<file path="src/rtl/dfg_pkg.sv">
// dfg_pkg: constants, field layouts and carrier types of the dead-time fault gate
// assumes an AXI4-Lite master with 32-bit data and the lock register offsets below
package dfg_pkg;

	localparam int DFG_ADDR_W = 8;
	localparam int DFG_NUM_CH = 12;

	// register byte offsets
	localparam logic [7:0] DFG_OFF_FAULT_CONFIG = 8'hA8;
	localparam logic [7:0] DFG_OFF_OUT_GEN_EN = 8'hAC;
	localparam logic [7:0] DFG_OFF_FAULT_FLAGS = 8'hB0;
	localparam logic [7:0] DFG_OFF_FAULT_CLEAR = 8'hB4;
	localparam logic [7:0] DFG_OFF_CONFIG_LOCK = 8'hB8;
	localparam logic [7:0] DFG_OFF_IRQ_MASK = 8'hBC;

	// fault configuration fields
	localparam int DFG_EV0_SEL_LSB = 0;
	localparam int DFG_EV1_SEL_LSB = 8;
	localparam int DFG_ACTION_LSB = 16;
	localparam int DFG_EV0_EN_BIT = 24;
	localparam int DFG_EV1_EN_BIT = 25;
	localparam int DFG_DBG_EN_BIT = 26;
	localparam int DFG_LOCKUP_EN_BIT = 27;

	// fault flag positions (also clear and mask positions)
	localparam int DFG_EV0_FLAG_BIT = 0;
	localparam int DFG_EV1_FLAG_BIT = 1;
	localparam int DFG_DBG_FLAG_BIT = 2;
	localparam int DFG_LOCKUP_FLAG_BIT = 3;

	localparam logic [15:0] DFG_UNLOCK_KEY = 16'hCE80;

	// reset values
	localparam logic [3:0] DFG_RST_SEL = 4'h0;
	localparam logic [1:0] DFG_RST_ACTION = 2'h0;
	localparam logic [5:0] DFG_RST_OUT_GEN_EN = 6'h00;
	localparam logic [3:0] DFG_RST_FLAGS = 4'h0;
	localparam logic [3:0] DFG_RST_MASK = 4'h0;

	localparam logic [1:0] DFG_RESP_OKAY = 2'h0;
	localparam logic [1:0] DFG_RESP_SLVERR = 2'h2;

	typedef enum logic [1:0] {
		DFG_ACT_NONE,
		DFG_ACT_INACTIVE,
		DFG_ACT_CLEAR,
		DFG_ACT_TRISTATE
	} dfg_action_type;

	typedef struct packed {
		logic lockup_fault_enable;
		logic debugger_fault_enable;
		logic event_fault1_enable;
		logic event_fault0_enable;
		dfg_action_type fault_action;
		logic [3:0] event_fault1_channel_select;
		logic [3:0] event_fault0_channel_select;
	} dfg_fault_config_type;

	// three primary then three complementary lines
	typedef struct packed {
		logic [2:0] complementary;
		logic [2:0] primary;
	} dfg_out_group_type;

	typedef struct packed {
		logic lockup;
		logic debugger;
		logic event_fault1;
		logic event_fault0;
	} dfg_flags_type;

endpackage : dfg_pkg

</file>
<file path="src/rtl/dfg_gate.sv">
// dfg_gate: fault source selection, sticky fault flags and output gating
// assumes lockup, halt and event channels come from other clock domains; dead-time lines share aclk
//
// Chosen here: register access over AXI4-Lite.
`timescale 1ns/1ps
`default_nettype none

// Functional notes
// (RULE1) event fault sources 0 and 1 only count when enable bits 24 and 25 set.
// (RULE2) action field 17:16 picks none, inactive level, cleared, or high impedance outputs.
// (RULE3) bits 3:0 pick event channel 0..11 for source 0, reset 0.
// (RULE4) bits 11:8 pick event channel 0..11 for source 1.
// (RULE5) enable bits 0..2 gate the three primary outputs.
// (RULE6) enable bits 3..5 gate complementary outputs; all six reset to 0.
// (RULE7) lockup flag bit 3 sets on core lockup while enable bit 27 set.
// (RULE8) debugger flag bit 2 sets on debugger halt while enable bit 26 set.
// (RULE9) flag bit 1 sets on selected event source 1 while enabled.
// (RULE10) flag bit 0 sets on selected event source 0 while enabled; flags reset 0.
// (RULE11) writing 1 to clear bit 3 clears lockup flag; zeros do nothing.
// (RULE12) writing 1 to clear bit 2 clears only the debugger flag.
// (RULE13) writing 1 to clear bit 1 clears only event source 1 flag.
// (RULE14) writing 1 to clear bit 0 clears event source 0 flag.
// (RULE15) fault configuration ignores writes while locked; key unlocks, other values lock.
// (RULE16) fault action stays applied until every set flag is cleared.
// (RULE17) software writes zero to reserved bits of these registers.
module dfg_gate #(
	parameter int NUM_CH = dfg_pkg::DFG_NUM_CH
) (
	input wire logic aclk,
	input wire logic aresetn,
	input wire logic [dfg_pkg::DFG_ADDR_W-1:0] s_axi_awaddr,
	input wire logic s_axi_awvalid,
	output logic s_axi_awready,
	input wire logic [31:0] s_axi_wdata,
	input wire logic [3:0] s_axi_wstrb,
	input wire logic s_axi_wvalid,
	output logic s_axi_wready,
	output logic [1:0] s_axi_bresp,
	output logic s_axi_bvalid,
	input wire logic s_axi_bready,
	input wire logic [dfg_pkg::DFG_ADDR_W-1:0] s_axi_araddr,
	input wire logic s_axi_arvalid,
	output logic s_axi_arready,
	output logic [31:0] s_axi_rdata,
	output logic [1:0] s_axi_rresp,
	output logic s_axi_rvalid,
	input wire logic s_axi_rready,
	input wire logic core_lockup,
	input wire logic debugger_halt,
	input wire logic [NUM_CH-1:0] event_channel_network,
	input wire dfg_pkg::dfg_out_group_type deadtime_in,
	input wire logic inactive_level,
	output dfg_pkg::dfg_out_group_type gated_out,
	output dfg_pkg::dfg_out_group_type gated_out_en,
	output logic config_locked,
	output logic irq
);
	import dfg_pkg::*;

	initial begin
		if (NUM_CH < 1 || NUM_CH > 16) begin
			$error("dfg_gate: NUM_CH must lie in 1..16");
		end
	end

	typedef struct packed {
		logic awready;
		logic wready;
		logic bvalid;
		logic [1:0] bresp;
		logic arready;
		logic rvalid;
		logic [1:0] rresp;
		logic [31:0] rdata;
		logic aw_held;
		logic [DFG_ADDR_W-1:0] aw_addr;
		logic w_held;
		logic [31:0] w_data;
		logic [3:0] w_strb;
		dfg_fault_config_type cfg;
		dfg_out_group_type gen_en;
		dfg_flags_type flags;
		logic [3:0] irq_mask;
		logic locked;
		logic [NUM_CH-1:0] ev_meta;
		logic [NUM_CH-1:0] ev_sync;
		logic [1:0] lockup_meta;
		logic [1:0] halt_meta;
		dfg_out_group_type out;
		dfg_out_group_type out_en;
		logic irq;
	} dfg_state_type;

	dfg_state_type state;
	dfg_state_type next_state;

	logic ev0_raw;
	logic ev1_raw;
	logic [3:0] set_flags;
	logic [3:0] clr_flags;
	logic [31:0] read_word;
	logic read_ok;
	logic write_ok;
	logic do_write;
	logic [DFG_ADDR_W-1:0] waddr;
	logic [31:0] wdata;
	logic fault_active;

	assign s_axi_awready = state.awready;
	assign s_axi_wready = state.wready;
	assign s_axi_bvalid = state.bvalid;
	assign s_axi_bresp = state.bresp;
	assign s_axi_arready = state.arready;
	assign s_axi_rvalid = state.rvalid;
	assign s_axi_rresp = state.rresp;
	assign s_axi_rdata = state.rdata;
	assign gated_out = state.out;
	assign gated_out_en = state.out_en;
	assign config_locked = state.locked;
	assign irq = state.irq;

	always_comb begin
		next_state = state;
		// synchroniser stage two reads stage one only
		next_state.ev_meta = event_channel_network;
		next_state.ev_sync = state.ev_meta;
		next_state.lockup_meta = {state.lockup_meta[0], core_lockup};
		next_state.halt_meta = {state.halt_meta[0], debugger_halt};

		// (RULE3) source 0 channel pick
		ev0_raw = (32'(state.cfg.event_fault0_channel_select) < NUM_CH) ?
			state.ev_sync[state.cfg.event_fault0_channel_select] : 1'b0;
		// (RULE4) source 1 channel pick
		ev1_raw = (32'(state.cfg.event_fault1_channel_select) < NUM_CH) ?
			state.ev_sync[state.cfg.event_fault1_channel_select] : 1'b0;

		// (RULE1) (RULE9) (RULE10) event sources gated
		set_flags[DFG_EV0_FLAG_BIT] = ev0_raw & state.cfg.event_fault0_enable;
		set_flags[DFG_EV1_FLAG_BIT] = ev1_raw & state.cfg.event_fault1_enable;
		// (RULE8) debugger source gated
		set_flags[DFG_DBG_FLAG_BIT] = state.halt_meta[1] & state.cfg.debugger_fault_enable;
		// (RULE7) lockup source gated
		set_flags[DFG_LOCKUP_FLAG_BIT] = state.lockup_meta[1] & state.cfg.lockup_fault_enable;

		// write channel capture, either order
		if (s_axi_awvalid && state.awready) begin
			next_state.aw_held = 1'b1;
			next_state.aw_addr = s_axi_awaddr;
			next_state.awready = 1'b0;
		end
		if (s_axi_wvalid && state.wready) begin
			next_state.w_held = 1'b1;
			next_state.w_data = s_axi_wdata;
			next_state.w_strb = s_axi_wstrb;
			next_state.wready = 1'b0;
		end
		do_write = state.aw_held && state.w_held && !state.bvalid;
		waddr = state.aw_addr;
		wdata = state.w_data;
		write_ok = 1'b1;
		clr_flags = 4'h0;
		if (do_write) begin
			next_state.aw_held = 1'b0;
			next_state.w_held = 1'b0;
			next_state.bvalid = 1'b1;
			case (waddr)
				DFG_OFF_FAULT_CONFIG: begin
					// (RULE15) locked writes dropped
					if (!state.locked && state.w_strb == 4'hF) begin
						next_state.cfg.event_fault0_channel_select = wdata[DFG_EV0_SEL_LSB +: 4];
						next_state.cfg.event_fault1_channel_select = wdata[DFG_EV1_SEL_LSB +: 4];
						next_state.cfg.fault_action = dfg_action_type'(wdata[DFG_ACTION_LSB +: 2]);
						next_state.cfg.event_fault0_enable = wdata[DFG_EV0_EN_BIT];
						next_state.cfg.event_fault1_enable = wdata[DFG_EV1_EN_BIT];
						next_state.cfg.debugger_fault_enable = wdata[DFG_DBG_EN_BIT];
						next_state.cfg.lockup_fault_enable = wdata[DFG_LOCKUP_EN_BIT];
					end
				end
				DFG_OFF_OUT_GEN_EN: begin
					// (RULE5) primary enables stored
					if (state.w_strb[0]) begin
						next_state.gen_en = wdata[5:0];
					end
				end
				DFG_OFF_FAULT_CLEAR: begin
					// (RULE11) one bits clear flags
					if (state.w_strb[0]) begin
						clr_flags = wdata[3:0];
					end
				end
				DFG_OFF_CONFIG_LOCK: begin
					// (RULE15) key unlocks, else lock
					if (state.w_strb[1:0] == 2'h3) begin
						next_state.locked = (wdata[15:0] != DFG_UNLOCK_KEY);
					end
				end
				DFG_OFF_IRQ_MASK: begin
					if (state.w_strb[0]) begin
						next_state.irq_mask = wdata[3:0];
					end
				end
				DFG_OFF_FAULT_FLAGS: begin
					write_ok = 1'b1;
				end
				default: begin
					write_ok = 1'b0;
				end
			endcase
			next_state.bresp = write_ok ? DFG_RESP_OKAY : DFG_RESP_SLVERR;
		end
		if (state.bvalid && s_axi_bready) begin
			next_state.bvalid = 1'b0;
			next_state.awready = 1'b1;
			next_state.wready = 1'b1;
		end

		// (RULE12) per-bit clear, set wins over clear
		// (RULE13) other flags untouched
		// (RULE14) event source 0 clear
		next_state.flags = (state.flags & ~dfg_flags_type'(clr_flags)) | dfg_flags_type'(set_flags);

		// read channel
		read_ok = 1'b1;
		case (s_axi_araddr)
			DFG_OFF_FAULT_CONFIG: read_word = {4'h0, state.cfg.lockup_fault_enable,
				state.cfg.debugger_fault_enable, state.cfg.event_fault1_enable,
				state.cfg.event_fault0_enable, 6'h00, state.cfg.fault_action, 4'h0,
				state.cfg.event_fault1_channel_select, 4'h0,
				state.cfg.event_fault0_channel_select};
			DFG_OFF_OUT_GEN_EN: read_word = {26'h0, state.gen_en};
			// flags visible to software
			DFG_OFF_FAULT_FLAGS: read_word = {28'h0, state.flags};
			DFG_OFF_FAULT_CLEAR: read_word = 32'h0;
			DFG_OFF_CONFIG_LOCK: read_word = {31'h0, state.locked};
			DFG_OFF_IRQ_MASK: read_word = {28'h0, state.irq_mask};
			default: begin
				read_word = 32'h0;
				read_ok = 1'b0;
			end
		endcase
		if (s_axi_arvalid && state.arready) begin
			next_state.arready = 1'b0;
			next_state.rvalid = 1'b1;
			next_state.rdata = read_word;
			next_state.rresp = read_ok ? DFG_RESP_OKAY : DFG_RESP_SLVERR;
		end
		if (state.rvalid && s_axi_rready) begin
			next_state.rvalid = 1'b0;
			next_state.arready = 1'b1;
		end

		// (RULE16) action held while any flag set
		fault_active = |state.flags;
		// (RULE6) output gating per line
		next_state.out = deadtime_in & state.gen_en;
		next_state.out_en = state.gen_en;
		if (fault_active) begin
			// (RULE2) fault action select
			case (state.cfg.fault_action)
				DFG_ACT_INACTIVE: next_state.out = {6{inactive_level}} & state.gen_en;
				DFG_ACT_CLEAR: next_state.out = 6'h00;
				DFG_ACT_TRISTATE: begin
					next_state.out = 6'h00;
					next_state.out_en = 6'h00;
				end
				default: next_state.out = deadtime_in & state.gen_en;
			endcase
		end

		// interrupt from unmasked flags
		next_state.irq = |(next_state.flags & state.irq_mask);

		// (RULE10) flags reset to zero
		if (!aresetn) begin
			next_state = '0;
			next_state.awready = 1'b1;
			next_state.wready = 1'b1;
			next_state.arready = 1'b1;
			next_state.cfg.event_fault0_channel_select = DFG_RST_SEL;
			next_state.cfg.event_fault1_channel_select = DFG_RST_SEL;
			next_state.cfg.fault_action = dfg_action_type'(DFG_RST_ACTION);
			next_state.gen_en = DFG_RST_OUT_GEN_EN;
			next_state.flags = DFG_RST_FLAGS;
			next_state.irq_mask = DFG_RST_MASK;
		end
	end

	always_ff @(posedge aclk) begin
		state <= next_state;
	end

endmodule // dfg_gate

`default_nettype wire

</file>
<file path="config.mk">
export PLATFORM = sky130hd
export DESIGN_NAME = dfg_gate
export DESIGN_NICKNAME = d
export VERILOG_FILES = /design/src/rtl/dfg_pkg.sv /design/src/rtl/dfg_gate.sv
export SDC_FILE = /design/constraint.sdc
export NUM_CORES = 1
export LEC_CHECK = 0
export ABC_AREA = 1
export BUFFER_PORTS_ARGS = -buffer_cell sky130_fd_sc_hd__buf_4
export CORE_MARGIN = 2
export CORE_UTILIZATION = 55
export CTS_CLUSTER_DIAMETER = 80
export DETAILED_ROUTE_END_ITERATION = 8
export MAX_ROUTING_LAYER = met4
export PLACE_DENSITY_LB_ADDON = 0.05
export SLEW_MARGIN = 20
export SYNTH_ARGS = -nofsm -noshare
export SYNTH_HDL_FRONTEND = slang
export SYNTH_SLANG_ARGS = --single-unit
export TNS_END_PERCENT = 50
</file>
<file path="constraint.sdc">
create_clock -name aclk -period 2.1 [get_ports aclk]
set_input_delay 0.105 -clock aclk [delete_from_list [all_inputs] [get_ports aclk]]
set_output_delay 0.105 -clock aclk [all_outputs]
set_load 0.005 [all_outputs]
</file>
# Yosys cells after proc, flatten, opt, wreduce, memory -nomap -nowiden
# Cells that the tools add are included.
totals:
  register_bits: 153
  in_bits: 80
  word_cells: 110
classes:
  n_lt_le_gt_ge: 4
  n_eq_ne: 18
  muxes: 18
  n_bitwise: 11
  n_reduce_logical: 22
ops:
  columns: ["cell", "count"]
  rows:
  - ["28-bit case mux with 5 select lines", 1]
  - ["8-bit equality test (second input constant)", 12]
  - ["16-bit inequality test (second input constant)", 1]
  - ["6-bit AND", 2]
  - ["12-bit two-way mux", 1]
  - ["4-bit two-way mux", 3]
  - ["6-bit case mux with 2 select lines", 1]
  - ["3-bit AND reduction", 4]
  - ["6-bit OR reduction", 2]
  - ["4-bit by 5-bit less-than comparator with 1-bit output (second input constant)", 2]
  - ["4-bit AND", 2]
  - ["1-bit binary-select mux with 4-bit select", 2]
  - ["1-bit logical AND", 8]
  - ["4-bit less-than comparator (second input constant)", 2]
  - ["2-bit OR reduction", 4]
  - ["4-bit OR reduction", 2]
  - ["1-bit two-way mux", 7]
  - ["2-bit equality test (second input constant)", 3]
  - ["6-bit two-way mux", 1]
  - ["1-bit AND", 4]
  - ["4-bit equality test (second input constant)", 1]
  - ["2-bit two-way mux", 2]
  - ["4-bit inverter", 1]
  - ["4-bit OR", 1]
  - ["other kinds (3)", 4]

# Depth between registers and ports, before layout
logic_depth:
  depth_word: 8
  ltp_mapped: 11

# Worst setup path before layout
# No wires, ideal clock.
synth_timing:
  kind: "register to register"
  from: "reg state[47] (netlist name)"
  to: "reg state, in the netlist gated_out[0]"
  setup_ps: 122
  arrival_time_ps: 1105
  t_required_ps: 1978
  path_slack_ps: 873
  path_stages_with_launch: 4
  path_buffers: 0
  synth_period_minus_slack_ps: 1227
  cell_sequence: "dfxtp_1 -> or4_4 -> nand3_1 -> a21oi_1"
synth_via:
  elab_chain_cells: 2
synth_lines:
  columns: ["item", "line", "rtl"]
  rows:
  - ["from (decl)", "dfg_gate.sv:94", "dfg_state_type state;"]
  - ["from (signal assigned)", "dfg_gate.sv:289", "state <= next_state;"]
  - ["4-bit OR reduction", "dfg_gate.sv:253", "fault_active = |state.flags;"]
  - ["12-bit two-way mux", "dfg_gate.sv:257", "if (fault_active) begin"]
# No other way between the ends.
# A chain may end at the register's enable or synchronous reset.

# Worst setup path in the final report
layout_timing:
  from: "reg state, in the netlist s_axi_wready"
  to: "reg state[71] (netlist name)"
layout_via:
  elab_chain_cells: 1
layout_lines:
  columns: ["item", "line", "rtl"]
  rows:
  - ["1-bit logical AND", "dfg_gate.sv:151", "if (s_axi_wvalid && state.wready) begin"]
# No other way between the ends.

==> results.ini <==
[power]
power_leakage_uw=0.00331
switching_power_uw=1390
vdd_drop_max_mv=0.530
swShare=0.232
p_total_uw=5970
pwr-share-clk=0.473
combPwrFrac=0.088
intPower_uw=4580
p_per_area_nw_per_um2=847
pwr-share-seq=0.439

[synth]
syn_area_per_cell_um2=7.69
synth_top_flop_cell=dfxtp_1
ys_types=38
synth_top_area_share=0.487
ys_seq_area_frac=0.487
yosysWarnings=0
ys_ff_latch=129
synthTopCellsByArea=dfxtp_1, nand2_1, buf_4
synth_edf_count=0
yosysTopAreaCell=dfxtp_1
synthArstFlopShare=0
syn_inst=689
syn-cell-area_um2=5300

[setup_path]
timing.critical_path.from_type=flop
worst_path_max_delay_cell=nand2_1
path_cells=nand2_1 > inv_1 > nor2_1 > nor2_1
cp.required_ps=2510
crit_fanout=20
worstPathArrival_ps=1980
critical_path.most_common_cell=nor2_1
worst_path_largest_cell_delay_ps=450
worstSetupPathType=flop to flop
cp-end-kind=flop

[sta]
hold_slack_ps=12.5
finalSetupTns_ps=0
post-route-min-period_ps=1570
skew_ps=6.77
hold_violations=0
rsz0062_at_grt=no
report.final.slew_viol_count=0
tightest_slew_ps=681
fmax_mhz=635
finalSetupViolCount=0
fin_crit_sh=0.749
relSlewSlack=0.545

[clocking]
clk_pin_slew_ps=60
cts_resized=0
clock_path_buffers=2
post_cts_buffers=0
cts_hold_buf=60
cts.htree.levels=4
cts.root.buffer_cell=clkbuf_8
tritoncts=built
numCtsBuffers=17
cts_sinks=129
clk-insertion-delay-late_ps=520

[die]
die_w_um=102
rows=35
die-area_um2=10400
num_io_pins=135
core_um2=9280
die_h_um=102
initial_core_util=0.571

[drt]
vias=4744
initialDrtViolationCount=192
drt-vias-per-instance=4.94
drtPass1Iterations=5
drt-total-wl_um=12200
ant_nets=0
drc=0
drt-wirelength-per-cell_um=12.7

[global_routing]
grt_pass1_wl_um=19900
antenna_found_initial=0
grt_overflow_total=0
grt_max_degree=77
grtUsageTotal=0.252
grt_pass1_vias=4364

[finish]
nNetsFinal=898
drive_gt1_frac=0.199
n_antenna_cell=0
area_growth_pct=33.0

[placement]
place_hpwl_um=8040
numPortBuffers=106
place.gp.congestion=0.868

[flow_run]
maxCapViolCount=0

[worst_hold_path]
min_path_type=input port to flop

[outcome]
status=finished clean

## per-layer routing
| metal | GRT usage | share of wire | wire length, um |
|---|---|---|---|
| met1 | 0.321 | 0.45 | 5470 |
| met2 | 0.402 | 0.48 | 5840 |
| met3 | 0.0451 | 0.060 | 730 |
| met4 | 0.0944 | 0.012 | 150 |
| met5 | - | 0 | 0 |
## kinds of logic (layout without fill, tap and decap cells)
family | count (synthesis) | in the layout | share of synthesized area
and+or+nand+nor | 261 | 261 | 0.219
buffers and inverters | 158 | 283 | 0.152
AOI/OAI and AO/OA | 140 | 140 | 0.141
other | 1 | 18 | 0.000707
DFF | 129 | 129 | 0.487
## sequential cells by signal, indices dropped and copies added, names as in the netlist
signal         flops
s_axi_bvalid       1
waddr              8
s_axi_wready       1
irq                1
config_locked      1
s_axi_arready      1
gated_out          6
s_axi_bresp        1
s_axi_rresp        1
s_axi_rvalid       1
s_axi_rdata       16
state             62
s_axi_awready      1
gated_out_en       6
wdata             22
## layout by cell type (no fill, tap or decap), types with 4 or more instances in the layout
cell type,synthesis,layout
o21ai_0,67,67
nand3_1,49,49
nor2_2,4,4
dfxtp_1,129,129
nor2_1,59,59
buf_4,50,106
inv_2,4,4
nand4_1,7,7
inv_1,78,78
clkbuf_16,0,16
o21ai_1,5,5
clkinvlp_4,0,6
conb_1,1,18
dlygate4sd3_1,0,60
nand2_1,127,127
a21oi_1,55,55
## power by group through the flow
stage	clock network, uW	registers [uW]	logic [uW]
finish	2830	2620	523
global route	2950	2630	587
CTS	2860	2620	518
detailed placement	0	2670	427
global placement	0	2670	416
floorplan	0	2660	286
## metrics by stage
step	util	cells	area, um^2	setup slack (ps)
after floorplan	-	706	5370	873
after global placement	0.632	868	5870	616
after detailed placement	0.632	868	5870	570
after CTS	0.759	960	7050	554
after global routing	0.759	960	7050	256
final	0.759	960	7050	526
## worst paths after layout
| check | startpoint | end | slack (ps) | cells past startpoint |
|---|---|---|---|---|
| setup / recovery | s_axi_wready | state[71] | 530 | 4 |
| hold reg to reg | state[30] | state[18] | 410 | 2 |
| setup reg to reg | s_axi_wready | state[71] | 530 | 4 |
| hold / removal | s_axi_araddr[1] | s_axi_rresp[1] | 10 | 5 |
## area by class of cell
type,instances,area (um^2)
clock buffers,20,445
clock inverters,12,133
fillers,705,2230
inverters,83,313
multi-input cells,419,1980
flip-flops and latches,129,2580
well taps,129,161
repair buffers,168,1440
## cell usage after synthesis, drive strengths merged (2+ instances only)
cell / number
o21ai: 73
nor3: 4
clkbuf: 13
o21a: 2
nand2: 130
nor4: 2
a211oi: 6
dfxtp: 129
nand4: 8
nand3: 51
buf: 62
nor2: 64
a21oi: 56
inv: 82
## worst max-delay path, delay by kind of cell, from the launching register on
| kind | cells | cell delay (ps) |
|---|---|---|
| and+or+nand+nor | 3 | 730 |
| DFF | 1 | 330 |
| buffers and inverters | 1 | 400 |
(Power assumes the default switching activity.)
